File: config.mk
export PLATFORM = sky130hd
export DESIGN_NAME = scbu_top
export DESIGN_NICKNAME = d
export VERILOG_FILES = /design/src/hw/scbu_pkg.sv /design/src/hw/scbu_operand.sv /design/src/hw/scbu_top.sv
export VERILOG_INCLUDE_DIRS = /design/src /design/src/hw
export SDC_FILE = /design/constraint.sdc
export NUM_CORES = 1
export LEC_CHECK = 0
export BUFFER_PORTS_ARGS = -buffer_cell sky130_fd_sc_hd__buf_4
export CAP_MARGIN = 25
export CORE_ASPECT_RATIO = 0.6
export CORE_MARGIN = 2
export CORE_UTILIZATION = 55
export DETAILED_ROUTE_END_ITERATION = 12
export PLACE_DENSITY = 0.87
export SLEW_MARGIN = 20
export SYNTH_ARGS = -nofsm -noshare
export SYNTH_HDL_FRONTEND = slang
export SYNTH_SLANG_ARGS = --single-unit
File: constraint.sdc
create_clock -name i_core_clk -period 10 [get_ports i_core_clk]
set_input_delay 1.5 -clock i_core_clk [delete_from_list [all_inputs] [get_ports i_core_clk]]
set_output_delay 1.5 -clock i_core_clk [all_outputs]
set_load 0.02 [all_outputs]
File: src/hw/scbu_defines.svh
// Constants for the signed compare branch unit.
// What this block does
// - A greater-than branch is taken only when the first source is above zero, else PC plus four.
// - A less-or-equal branch is taken only when the first source is at most zero, else PC plus four.
// - A less-than branch is taken only when the first source is below zero, else PC plus four.
// - A taken register-offset branch loads the branch address plus the offset source.
// - A taken immediate branch loads the branch address plus the extended literal.
// - Without a prefix the 16-bit literal is sign-extended to 32 bits.
// - A directly preceding upper-half prefix supplies the upper 16 bits of the operand.
// - The delayed variant sets the slot flag and the plain variant clears it.
// - With the slot flag set, the following instruction completes before the target runs.
// - With the slot flag clear, a taken branch squashes the following instruction.
// - Register branches cost one cycle not taken, two taken delayed, three taken plain.
// - Immediate branches cost one not taken or predicted, two taken delayed, else three.
// - Interrupts and hardware breaks wait until a delayed branch and its slot complete.
`ifndef SCBU_DEFINES_SVH
`define SCBU_DEFINES_SVH
`define SCBU_PC_STEP    32'h0000_0004
`define SCBU_LIT_W      16
`define SCBU_COST_SKIP  2'h1
`define SCBU_COST_SLOT  2'h2
`define SCBU_COST_FULL  2'h3
`endif

File: src/hw/scbu_pkg.sv
// Types shared by the signed compare branch unit.
package scbu_pkg;
  // Condition families that this unit resolves.
  typedef enum logic [1:0] {
    SCBU_GT = 2'b00,
    SCBU_LE = 2'b01,
    SCBU_LT = 2'b10,
    SCBU_NONE = 2'b11
  } scbu_cond_e;
  // Sequencing after a branch.
  typedef enum logic [1:0] {
    SCBU_IDLE    = 2'b00,
    SCBU_SLOT    = 2'b01,
    SCBU_BUBBLE  = 2'b10
  } scbu_state_e;
endpackage

File: src/hw/scbu_operand.sv
// Offset operand former: register offset, sign extension or prefix upper half.
`include "scbu_defines.svh"
module scbu_operand
  import scbu_pkg::*;
(
  input  wire logic        i_core_clk,
  input  wire logic        i_rst,
  input  wire logic        i_ce,
  input  wire logic        i_prefix_valid,
  input  wire logic [15:0] i_prefix_upper,
  input  wire logic        i_issue,
  input  wire logic        i_imm_form,
  input  wire logic [15:0] i_literal,
  input  wire logic [31:0] i_offset_source,
  output logic      [31:0] o_offset
);
  logic        held;
  logic [15:0] held_upper;

  // The prefix holds only for the instruction right after it, so any issue clears it.
  always_ff @(posedge i_core_clk) begin
    if (i_rst) begin
      held       <= 1'b0;
      held_upper <= 16'h0000;
    end else if (i_ce) begin
      if (i_prefix_valid) begin
        held       <= 1'b1;
        held_upper <= i_prefix_upper;
      end else if (i_issue) begin
        held <= 1'b0;
      end
    end
  end

  // Operand select; register form uses the offset source directly.
  always_comb begin
    if (!i_imm_form) begin
      o_offset = i_offset_source;
    end else if (held) begin
      o_offset = {held_upper, i_literal};
    end else begin
      o_offset = {{(32-`SCBU_LIT_W){i_literal[15]}}, i_literal};
    end
  end

  // The prefix half lives exactly until the next issue, so a stale half can never
  // leak into a later immediate branch.
  prefix_keep_a: assert property (@(posedge i_core_clk) disable iff (i_rst)
    i_ce && i_prefix_valid |=> held && held_upper == $past(i_prefix_upper))
    else $error("Prefix half not kept for the next issue.");
  prefix_drop_a: assert property (@(posedge i_core_clk) disable iff (i_rst)
    i_ce && i_issue && !i_prefix_valid |=> !held)
    else $error("Prefix half outlived its instruction.");
endmodule

File: src/hw/scbu_top.sv
// Branch resolution for the signed compare-with-zero conditional branches.
`include "scbu_defines.svh"
module scbu_top
  import scbu_pkg::*;
(
  input  wire logic        i_core_clk,
  input  wire logic        i_rst,
  input  wire logic        i_ce,
  input  wire logic        i_issue,
  input  wire scbu_cond_e  i_cond,
  input  wire logic        i_imm_form,
  input  wire logic        i_delay,
  input  wire logic        i_predicted,
  input  wire logic        i_prefix_valid,
  input  wire logic [15:0] i_prefix_upper,
  input  wire logic [31:0] i_pc,
  input  wire logic [31:0] i_first_source,
  input  wire logic [31:0] i_offset_source,
  input  wire logic [15:0] i_literal,
  input  wire logic        i_slot_done,
  output logic             o_done,
  output logic             o_taken,
  output logic [31:0]      o_next_pc,
  output logic             o_slot_flag,
  output logic [1:0]       o_cost,
  output logic             o_squash_next,
  output logic             o_irq_hold
);
  logic [31:0] offset;
  logic        is_branch;
  logic        cond_true;
  logic        slot_open;
  logic        bubble;
  // Sequencing state after a branch: idle, waiting on a delay slot, or squashing.
  scbu_state_e seq_state;
  scbu_state_e next_seq_state;

  scbu_operand u_operand (
    .i_core_clk      (i_core_clk),
    .i_rst           (i_rst),
    .i_ce            (i_ce),
    .i_prefix_valid  (i_prefix_valid),
    .i_prefix_upper  (i_prefix_upper),
    .i_issue         (i_issue),
    .i_imm_form      (i_imm_form),
    .i_literal       (i_literal),
    .i_offset_source (i_offset_source),
    .o_offset        (offset)
  );

  assign is_branch = i_issue && (i_cond != SCBU_NONE);

  // Signed test against zero; the sign bit and a zero check are all it takes.
  always_comb begin
    case (i_cond)
      SCBU_GT: cond_true = !i_first_source[31] && (i_first_source != 32'h0000_0000);
      SCBU_LE: cond_true = i_first_source[31] || (i_first_source == 32'h0000_0000);
      SCBU_LT: cond_true = i_first_source[31];
      default: cond_true = 1'b0;
    endcase
  end

  // Result registers: done, taken, next program counter, slot flag and cost leave this unit.
  always_ff @(posedge i_core_clk) begin
    if (i_rst) begin
      o_done      <= 1'b0;
      o_taken     <= 1'b0;
      o_next_pc   <= 32'h0000_0000;
      o_slot_flag <= 1'b0;
      o_cost      <= 2'h0;
    end else if (i_ce) begin
      o_done <= is_branch;
      if (is_branch) begin
        o_taken     <= cond_true;
        o_slot_flag <= i_delay;
        // Taken adds the offset to the branch's own address.
        o_next_pc <= cond_true ? i_pc + offset : i_pc + `SCBU_PC_STEP;
        if (!cond_true) begin
          o_cost <= `SCBU_COST_SKIP;
        end else if (i_imm_form && i_predicted) begin
          o_cost <= `SCBU_COST_SKIP;
        end else if (i_delay) begin
          o_cost <= `SCBU_COST_SLOT;
        end else begin
          o_cost <= `SCBU_COST_FULL;
        end
      end
    end
  end

  // Decision checks. The outcome is worked out again as a plain signed compare, so a
  // slip in the sign-bit shortcut above cannot hide behind its own expression.
  pc_fallthru_a: assert property (@(posedge i_core_clk) disable iff (i_rst)
    i_ce && is_branch && !cond_true |=> o_next_pc == $past(i_pc) + `SCBU_PC_STEP)
    else $error("Not-taken branch did not advance by four.");
  gt_take_a: assert property (@(posedge i_core_clk) disable iff (i_rst)
    i_ce && is_branch && i_cond == SCBU_GT |=> o_taken == ($signed($past(i_first_source)) > 0))
    else $error("Greater-than decision wrong.");
  le_take_a: assert property (@(posedge i_core_clk) disable iff (i_rst)
    i_ce && is_branch && i_cond == SCBU_LE |=> o_taken == ($signed($past(i_first_source)) <= 0))
    else $error("Less-or-equal decision wrong.");
  lt_take_a: assert property (@(posedge i_core_clk) disable iff (i_rst)
    i_ce && is_branch && i_cond == SCBU_LT |=> o_taken == ($signed($past(i_first_source)) < 0))
    else $error("Less-than decision wrong.");

  // Target checks: the branch's own address plus the chosen offset, held until replaced.
  reg_target_a: assert property (@(posedge i_core_clk) disable iff (i_rst)
    i_ce && is_branch && cond_true && !i_imm_form
    |=> o_next_pc == $past(i_pc) + $past(i_offset_source))
    else $error("Register target wrong.");
  imm_target_a: assert property (@(posedge i_core_clk) disable iff (i_rst)
    i_ce && is_branch && cond_true && i_imm_form
    |=> o_next_pc == $past(i_pc) + $past(offset))
    else $error("Immediate target wrong.");
  slot_flag_a: assert property (@(posedge i_core_clk) disable iff (i_rst)
    i_ce && is_branch |=> o_slot_flag == $past(i_delay))
    else $error("Slot flag does not follow variant.");
  data_hold_a: assert property (@(posedge i_core_clk) disable iff (i_rst)
    i_ce && !is_branch |=> $stable(o_taken) && $stable(o_next_pc) && $stable(o_slot_flag))
    else $error("Branch result changed without a branch.");

  // Cost checks, one for each row of the cost table.
  cost_plain_a: assert property (@(posedge i_core_clk) disable iff (i_rst)
    i_ce && is_branch && cond_true && !i_delay && !i_imm_form
    |=> o_cost == 2'h3 && o_squash_next)
    else $error("Plain taken cost or squash wrong.");
  imm_pred_a: assert property (@(posedge i_core_clk) disable iff (i_rst)
    i_ce && is_branch && i_imm_form && i_predicted |=> o_cost == 2'h1)
    else $error("Predicted immediate branch cost wrong.");
  skip_cost_a: assert property (@(posedge i_core_clk) disable iff (i_rst)
    i_ce && is_branch && !cond_true |=> o_cost == 2'h1 && !o_squash_next)
    else $error("Not-taken branch cost wrong.");
  slot_cost_a: assert property (@(posedge i_core_clk) disable iff (i_rst)
    i_ce && is_branch && cond_true && i_delay && !(i_imm_form && i_predicted)
    |=> o_cost == 2'h2)
    else $error("Delayed taken branch cost wrong.");
  imm_miss_cost_a: assert property (@(posedge i_core_clk) disable iff (i_rst)
    i_ce && is_branch && cond_true && !i_delay && i_imm_form && !i_predicted
    |=> o_cost == 2'h3 && o_squash_next)
    else $error("Unpredicted immediate branch cost wrong.");

  // Handshake checks: one done pulse per branch, and done, next PC, cost and state hold while disabled.
  done_pulse_a: assert property (@(posedge i_core_clk) disable iff (i_rst)
    i_ce |=> o_done == $past(is_branch))
    else $error("Done pulse does not follow the branch issue.");
  ce_freeze_a: assert property (@(posedge i_core_clk) disable iff (i_rst)
    !i_ce |=> $stable(o_done) && $stable(o_next_pc) && $stable(o_cost)
    && $stable(seq_state))
    else $error("State moved while the enable was low.");

  // Delay slot tracking: the slot instruction must retire before the target, and
  // interrupts wait for it; a plain taken branch drops the sequential instruction.
  // A delayed branch wins over a slot completion in the same cycle, so a fresh slot
  // is never lost to the end of the previous one.
  always_comb begin
    next_seq_state = seq_state;
    case (seq_state)
      SCBU_IDLE, SCBU_BUBBLE: begin
        if (is_branch && i_delay) begin
          next_seq_state = SCBU_SLOT;
        end else if (is_branch && cond_true) begin
          next_seq_state = SCBU_BUBBLE;
        end else begin
          next_seq_state = SCBU_IDLE;
        end
      end
      SCBU_SLOT: begin
        // Limitation: a plain branch issued before the slot retires, which the stream
        // must never do, keeps the interrupt hold but loses its squash.
        if (is_branch && i_delay) begin
          next_seq_state = SCBU_SLOT;
        end else if (i_slot_done && is_branch && cond_true) begin
          next_seq_state = SCBU_BUBBLE;
        end else if (i_slot_done) begin
          next_seq_state = SCBU_IDLE;
        end else begin
          next_seq_state = SCBU_SLOT;
        end
      end
      default: begin
        next_seq_state = SCBU_IDLE;
      end
    endcase
  end

  // Sequencing state register; it freezes with everything else while disabled.
  always_ff @(posedge i_core_clk) begin
    if (i_rst) begin
      seq_state <= SCBU_IDLE;
    end else if (i_ce) begin
      seq_state <= next_seq_state;
    end
  end

  // Squash is read straight off the state; hold is the slot state or a delayed branch at issue.
  assign slot_open = (seq_state == SCBU_SLOT);
  assign bubble    = (seq_state == SCBU_BUBBLE);

  // The stream never puts a branch in the slot, so a pending slot is never renewed.
  assign o_irq_hold    = slot_open || (is_branch && i_delay);
  assign o_squash_next = bubble;

  // Sequencing checks.
  // Unbounded slot wait is not checked here; the pipeline guarantees retirement.
  irq_slot_a: assert property (@(posedge i_core_clk) disable iff (i_rst)
    i_ce && is_branch && i_delay ##1 !i_slot_done |=> o_irq_hold)
    else $error("Interrupt released before slot done.");
  slot_stay_a: assert property (@(posedge i_core_clk) disable iff (i_rst)
    slot_open && !i_slot_done |=> o_irq_hold)
    else $error("Interrupt hold dropped while the slot is pending.");
  irq_release_a: assert property (@(posedge i_core_clk) disable iff (i_rst)
    i_ce && slot_open && i_slot_done && !is_branch
    |=> !o_irq_hold || (is_branch && i_delay))
    else $error("Interrupt hold kept after the slot completed.");
  slot_enter_a: assert property (@(posedge i_core_clk) disable iff (i_rst)
    i_ce && is_branch && i_delay |=> slot_open)
    else $error("Delayed branch did not open a slot.");
  slot_seq_a: assert property (@(posedge i_core_clk) disable iff (i_rst)
    i_ce && is_branch && i_delay |=> !o_squash_next)
    else $error("Delayed branch squashed its slot.");
  squash_only_a: assert property (@(posedge i_core_clk) disable iff (i_rst)
    i_ce && !(is_branch && cond_true && !i_delay) |=> !o_squash_next)
    else $error("Squash without a plain taken branch.");
  squash_pulse_a: assert property (@(posedge i_core_clk) disable iff (i_rst)
    i_ce && o_squash_next && !is_branch |=> !o_squash_next)
    else $error("Squash lasted more than one instruction.");
  state_legal_a: assert property (@(posedge i_core_clk) disable iff (i_rst)
    seq_state inside {SCBU_IDLE, SCBU_SLOT, SCBU_BUBBLE})
    else $error("Sequencing state left its legal set.");
endmodule

==> run_results.csv, run 1 <==
group,metric,value,unit
cts,clockBufferDepth,2,
global_routing,grt_start_max_net_pins,62,
timing,final-max-slew-violation-count,0,
route,vias_per_cell,6.15,
floorplan,die_h,77.8,um
route,vias,5781,
logic_synthesis,synth_cells,674,
logic_synthesis,netlist_area,5000,um2
setup_path,reg2reg_to,"o_next_pc[31]$_SDFFE_PP0P_",
route,wirelength,17500,um
timing,holdWs,460,ps
pwr,leakagePower,0.00279,uW
timing,setup_viol,0,
layout,drive_above_1_share,27.8,%
setup_path,r2r-start,"u_operand.held$_SDFFE_PP0P_",
logic_synthesis,synth-edff-count,0,
logic_synthesis,synth_top_area_cell,"dfxtp_1",
floorplan,row_count,26,
timing,fmax,0.216,GHz
setup_path,rrSetupSlack,6330,ps
cts,numClockSinks,56,
placed_design,dp_hpwl,13500,um
pwr,total_power,761,uW
logic_synthesis,synthArstFlopShare,0,%
min_path,whs_endpoint,"u_operand.held_upper[7]$_SDFFE_PP0P_",
floorplan,initial_utilization,57.8,%
floorplan,core_area,8650,um2
setup_path,arrival,4850,ps
layout,antenna_cells,0,
timing,period_share,46.3,%
floorplan,die_w,127,um
logic_synthesis,synth_nets,846,
timing,setup_tns,0,ps
cts,cts_resized,0,
route,dr.pass1.iters,7,
cts,clk_pin_slew,80,ps
pwr,powerDensity,117,nW/um2
min_path,hold_path_depth,2,
cts,clk_latency,310,ps
logic_synthesis,yosys_most_used_dff,"dfxtp_1",
logic_synthesis,yosysMostFrequentCell,"a21oi_1",
route,wl_per_cell,18.6,um
layout,stdcell_area,6520,um2
global_routing,grt_pass1_vias,5660,
cts,root_buffer,"clkbuf_16",
timing,worstMarginPinSlew,687,ps
min_path,min_from,"u_operand.held_upper[7]$_SDFFE_PP0P_",
timing,final.min_clock_period,4630,ps
layout,nFillCells,680,
logic_synthesis,synth_commonest_cells,"a21oi_1 (92), nand2_1 (86), nor2_1 (73)",
logic_synthesis,synth.area.top_cells,"dfxtp_1 (22%), a21oi_1 (9.2%), ha_1 (8.0%)",
setup_path,reg2regPathDepth,14,
floorplan,pin_count,178,
pwr,vdd_ir_drop_max,0.0742,mV
setup_path,crit_path_start_kind,"primary input",
min_path,hold_class,"register to register",
logic_synthesis,synth_cell_types,68,
cts,cts_buffers,5,
route,drtIter0Drc,558,
timing,max_slew_margin,54.2,%
cts,hold_buffers,0,
logic_synthesis,yosysTopAreaCellShare,22.4,%
floorplan,dieArea,9890,um2
outcome,status,"complete, no violations",
layout,area_growth,30.3,%
cts,cts_setup_buffers,0,
logic_synthesis,syn_area_per_cell,7.42,um2
placed_design,place_congestion,0.917,
global_routing,track_usage,35.0,%
timing,hold_viol,0,
logic_synthesis,ys_ff_latch,56,
layout,nets,999,
route,drcViolationCount,0,
timing,skew,5.06,ps
run,maxCapViolCount,0,
logic_synthesis,yosys_warnings,0,
global_routing,grt_pass1_wl,28000,um
placed_design,port_buffers,177,
global_routing,antenna_found_initial,0,
setup_path,path_max_fanout,49,
setup_path,critPathKind,"primary input to register",
cts,htreeDepth,2,
cts,cts_tree,"built",
route,ant_nets,0,
global_routing,overflow,0,
timing,grt_setup_unrepaired,"false",
setup_path,end_kind,"register",
placed_design,dpl_cell_area,6360,um2
logic_synthesis,seq_area_frac_synth,22.4,%
setup_path,crit_required,10220,ps
-- power breakdown --
part,leakage [uW],internal [uW],switching (uW)
registers,0.000458,236,7.42
clock network,0.0000719,95.6,95.8
logic,0.00226,143,183
-- kinds of logic (layout without fill, tap and decap cells) --
family	Yosys count	count (layout)	share of synthesized area (%)
AND/OR/NAND/NOR	257	257	24.0
AO/OA/AOI/OAI	208	208	27.8
flip-flops	56	56	22.4
XOR/XNOR	51	51	8.94
buffers and inverters	48	202	3.80
adder cells (fa/ha/maj)	33	33	8.41
multiplexers	21	21	4.58
-- layout make-up --
cell class / count / area [um2] / area share [%]
Multi-Input combinational cell: 570 / 3690 / 56.7
Timing Repair Buffer: 181 / 1360 / 20.9
Clock buffer: 5 / 125 / 1.92
Sequential cell: 56 / 1120 / 17.2
Tap cell: 112 / 140 / 2.15
Clock inverter: 3 / 27.5 / 0.423
Inverter: 13 / 48.8 / 0.749
-- through the flow --
stage | utilization [%] | instances | worst slack (ps)
after floorplan | - | 674 | 5740
after global placement | 73.5 | 932 | 5160
after detailed placement | 73.5 | 932 | 4950
after CTS | 75.3 | 940 | 5250
after global routing | 75.3 | 940 | 5180
final | 75.3 | 940 | 5370
-- state kept, by name, indices dropped and copies added, names as in the netlist --
register	count
o_cost	2
u_operand.held	1
u_operand.held_upper	16
o_slot_flag	1
o_done	1
seq_state	2
o_next_pc	32
o_taken	1
-- placed cells by master, fill, tap and decap left out, drive strengths merged, types with 3 or more instances in the layout --
cell	instances
buf	181
a21oi	96
nand2	87
nor2	75
dfxtp	56
xnor2	35
ha	32
o21ai	27
nor3	19
xor2	16
nand3	16
mux2	15
a211oi	15
inv	14
a21o	10
nor4	10
o211ai	10
and3	9
nand4	9
nand2b	8
mux2i	6
and2	5
clkbuf	5
nor2b	5
a31oi	5
a311oi	5
a221oi	5
o31ai	4
o21a	4
and4	4
a41oi	4
o31a	3
o41ai	3
or3	3
a22oi	3
a21boi	3
-- worst max-delay path: stages --
cell	delay [ps]
buf_4	450
mux2i_1	390
inv_1	80
ha_1	310
a211oi_2	300
o21ai_1	170
a41oi_1	330
a41oi_1	240
a31o_2	340
a221oi_2	340
xor2_1	110
a221oi_1	280
-- per-layer routing --
metal,vias up,track usage [%],share of wire (%)
li1,2755,-,-
met1,2689,47.3,44
met2,303,57.2,44
met3,34,6.69,9.4
met4,0,9.78,2.2
met5,-,0,0
-- worst max-delay path by stage --
| stage | end | startpoint | slack (ps) |
|---|---|---|---|
| finish | o_next_pc[25]$_SDFFE_PP0P_ | i_imm_form | 5370 |
| global route | o_next_pc[25]$_SDFFE_PP0P_ | i_imm_form | 5180 |
| CTS | o_next_pc[31]$_SDFFE_PP0P_ | i_literal[15] | 5250 |
| detailed placement | o_next_pc[31]$_SDFFE_PP0P_ | i_literal[15] | 4950 |
| global placement | o_next_pc[31]$_SDFFE_PP0P_ | i_literal[15] | 5160 |
| floorplan | o_next_pc[31]$_SDFFE_PP0P_ | i_imm_form | 5740 |
No activity file was read; power rests on OpenSTA's default activity.
==> run 2, diff against run 1 <==
- CORE_UTILIZATION: 55 -> 46
- PLACE_DENSITY: 0.87 -> 0.78
- clock period: 10 -> 4.2 ns (I/O delays scaled with it)
==> run 2 against run 1 <==
Net effect:
- clock skew decreased by 0.60 ps
- count of clock-buffer cells in the layout unchanged
- via count decreased by 2.0%
- core utilization decreased by 13 points
- hold slack got worse by 2.0 ps
- routed wire length decreased by 2.1%
- critical path depth increased by 2
- total power increased by 140%
- flip-flop and latch count unchanged
- worst setup slack got worse by 4700 ps
- critical path type unchanged
==> run_results.csv, run 2 (same netlist as run 1, synthesis figures left out) <==
group,metric,value,unit
outcome,status,"complete, no violations",
placed_design,port_buffers,177,
pwr,pwr-share-comb,42.7,%
route,wirelength,17100,um
pwr,vdd_ir_drop_max,0.173,mV
global_routing,overflow,0,
setup_path,crit_path_start_kind,"primary input",
global_routing,track_usage,28.6,%
global_routing,grt_pass1_vias,5329,
cts,cts_setup_buffers,0,
timing,setup_viol,0,
cts,htreeDepth,2,
timing,grt_setup_unrepaired,"false",
cts,clockBufferDepth,2,
setup_path,cpPeakStageDelay,480,ps
layout,largest_register,"o_next_pc",
floorplan,core_area,10600,um2
setup_path,critPathKind,"primary input to register",
route,vias,5666,
timing,period_share,83.8,%
pwr,switching_share,37.4,%
cts,clk_pin_slew,80,ps
cts,cts_tree,"built",
timing,fmax,0.284,GHz
floorplan,die_h,84.7,um
layout,final_common_cell,"buf_4",
layout,largest_reg_flops,32,
cts,root_buffer,"clkbuf_16",
global_routing,grt_use_met2,43.3,%
layout,nFillCells,956,
global_routing,grtUsageMet1,42.9,%
global_routing,grt_start_max_net_pins,62,
floorplan,die_w,139,um
min_path,hold_path_depth,2,
layout,nets,1002,
global_routing,grt_pass1_wl,27200,um
layout,reg_top3,"o_next_pc x32, u_operand.held_upper x16",
floorplan,initial_utilization,47.3,%
setup_path,critPathSlowestCell,"nor2b_1",
global_routing,busiest_layer,"met2",
pwr,cellInternalPower,1130,uW
setup_path,crit_required,4400,ps
floorplan,row_count,29,
layout,antenna_cells,0,
route,wl_per_cell,17.7,um
route,vias_per_cell,5.84,
timing,final.min_clock_period,3520,ps
timing,hold_viol,0,
floorplan,pin_count,178,
setup_path,worstPathCellList,"buf_4, nor2b_1, a21oi_1, a21oi_1, ha_1, a21oi_1, o21ai_0, a311oi_2, a211oi_2, nor2_2, mux2i_1, a21boi_2, mux2i_1, a311o_1",
setup_path,reg2regPathDepth,13,
setup_path,rrSetupSlack,710,ps
placed_design,place_congestion,0.948,
layout,final_cells,970,
global_routing,grtUsageMet3,4.56,%
timing,max_slew_margin,49.0,%
layout,area_growth,31.6,%
timing,skew,4.46,ps
run,maxCapViolCount,0,
timing,setup_tns,0,ps
route,drtIter0Drc,294,
floorplan,dieArea,11700,um2
cts,clk_latency,310,ps
route,drcViolationCount,0,
global_routing,antenna_found_initial,0,
min_path,hold_class,"register to register",
pwr,p_sw,677,uW
pwr,seqPwrFrac,32.1,%
pwr,pwr-share-clk,25.3,%
setup_path,end_kind,"register",
setup_path,crit_top_cell,"a21oi_1",
timing,worstMarginPinSlew,762,ps
cts,hold_buffers,0,
route,ant_nets,0,
cts,cts_buffers,5,
pwr,leakagePower,0.00281,uW
timing,final-max-slew-violation-count,0,
placed_design,dp_hpwl,13600,um
layout,drive_above_1_share,27.9,%
pwr,powerDensity,275,nW/um2
route,dr.pass1.iters,5,
setup_path,path_max_fanout,8,
cts,numClockSinks,56,
cts,cts_resized,0,
layout,layout_common_cells,"buf_4 (184), a21oi_1 (91), nand2_1 (86)",
setup_path,arrival,3720,ps
placed_design,dp_cells,962,
-- run 2: cell count changes in the layout (fill, tap and decap cells not counted), sizes merged --
cell,before,now
buf,181,184
-- run 2: critical path, delay by kind of cell --
| kind | cells | cell delay (ps) |
|---|---|---|
| adder cells (fa/ha/maj) | 1 | 320 |
| multiplexers | 2 | 340 |
| buffers and inverters | 1 | 90 |
| AND/OR/NAND/NOR | 2 | 620 |
| AO/OA/AOI/OAI | 8 | 1730 |
-- run 2: per-layer routing --
layer / wire length (um) / part of all wire, %
met1: 8340 / 49
met5: 0 / 0
met3: 1380 / 8.0
met2: 7250 / 42
met4: 151 / 0.88
-- run 2: path summary, 6_finish.rpt --
path	from	endpoint
setup / recovery	i_literal[15]	o_next_pc[31]$_SDFFE_PP0P_
hold / removal	o_next_pc[3]$_SDFFE_PP0P_	o_next_pc[3]$_SDFFE_PP0P_
setup reg to reg	u_operand.held$_SDFFE_PP0P_	o_next_pc[31]$_SDFFE_PP0P_
hold reg to reg	o_next_pc[3]$_SDFFE_PP0P_	o_next_pc[3]$_SDFFE_PP0P_
-- run 2: cell type report --
class / count / area (um2) / share of cell area (%)
Multi-Input combinational cell: 570 / 3700 / 56.2
Timing Repair Buffer: 184 / 1380 / 21.0
Sequential cell: 56 / 1120 / 17.0
Tap cell: 139 / 174 / 2.64
Clock buffer: 5 / 125 / 1.90
Inverter: 13 / 48.8 / 0.742
Clock inverter: 3 / 27.5 / 0.419
-- run 2: through the flow --
step           setup slack (ps)  hold slack, ps  total power [uW]  utilization [%]  cell area [um2]
3_5_place_dp                408             450              1350             60.8             6420
5_1_grt                     486             474              1910             62.3             6580
3_3_place_gp                446             444              1340             60.8             6420
4_1_cts                     725             461              1800             62.3             6580
6_report                    682             458              1810             62.3             6580
2_1_floorplan               809             437              1080                -             5000
-- run 2: power by group through the flow --
stage | logic [uW] | clock network, uW | registers (uW)
after floorplan | 460 | 0 | 616
after global placement | 751 | 0 | 592
after detailed placement | 757 | 0 | 593
after CTS | 763 | 460 | 580
after global routing | 844 | 481 | 583
final | 773 | 457 | 580
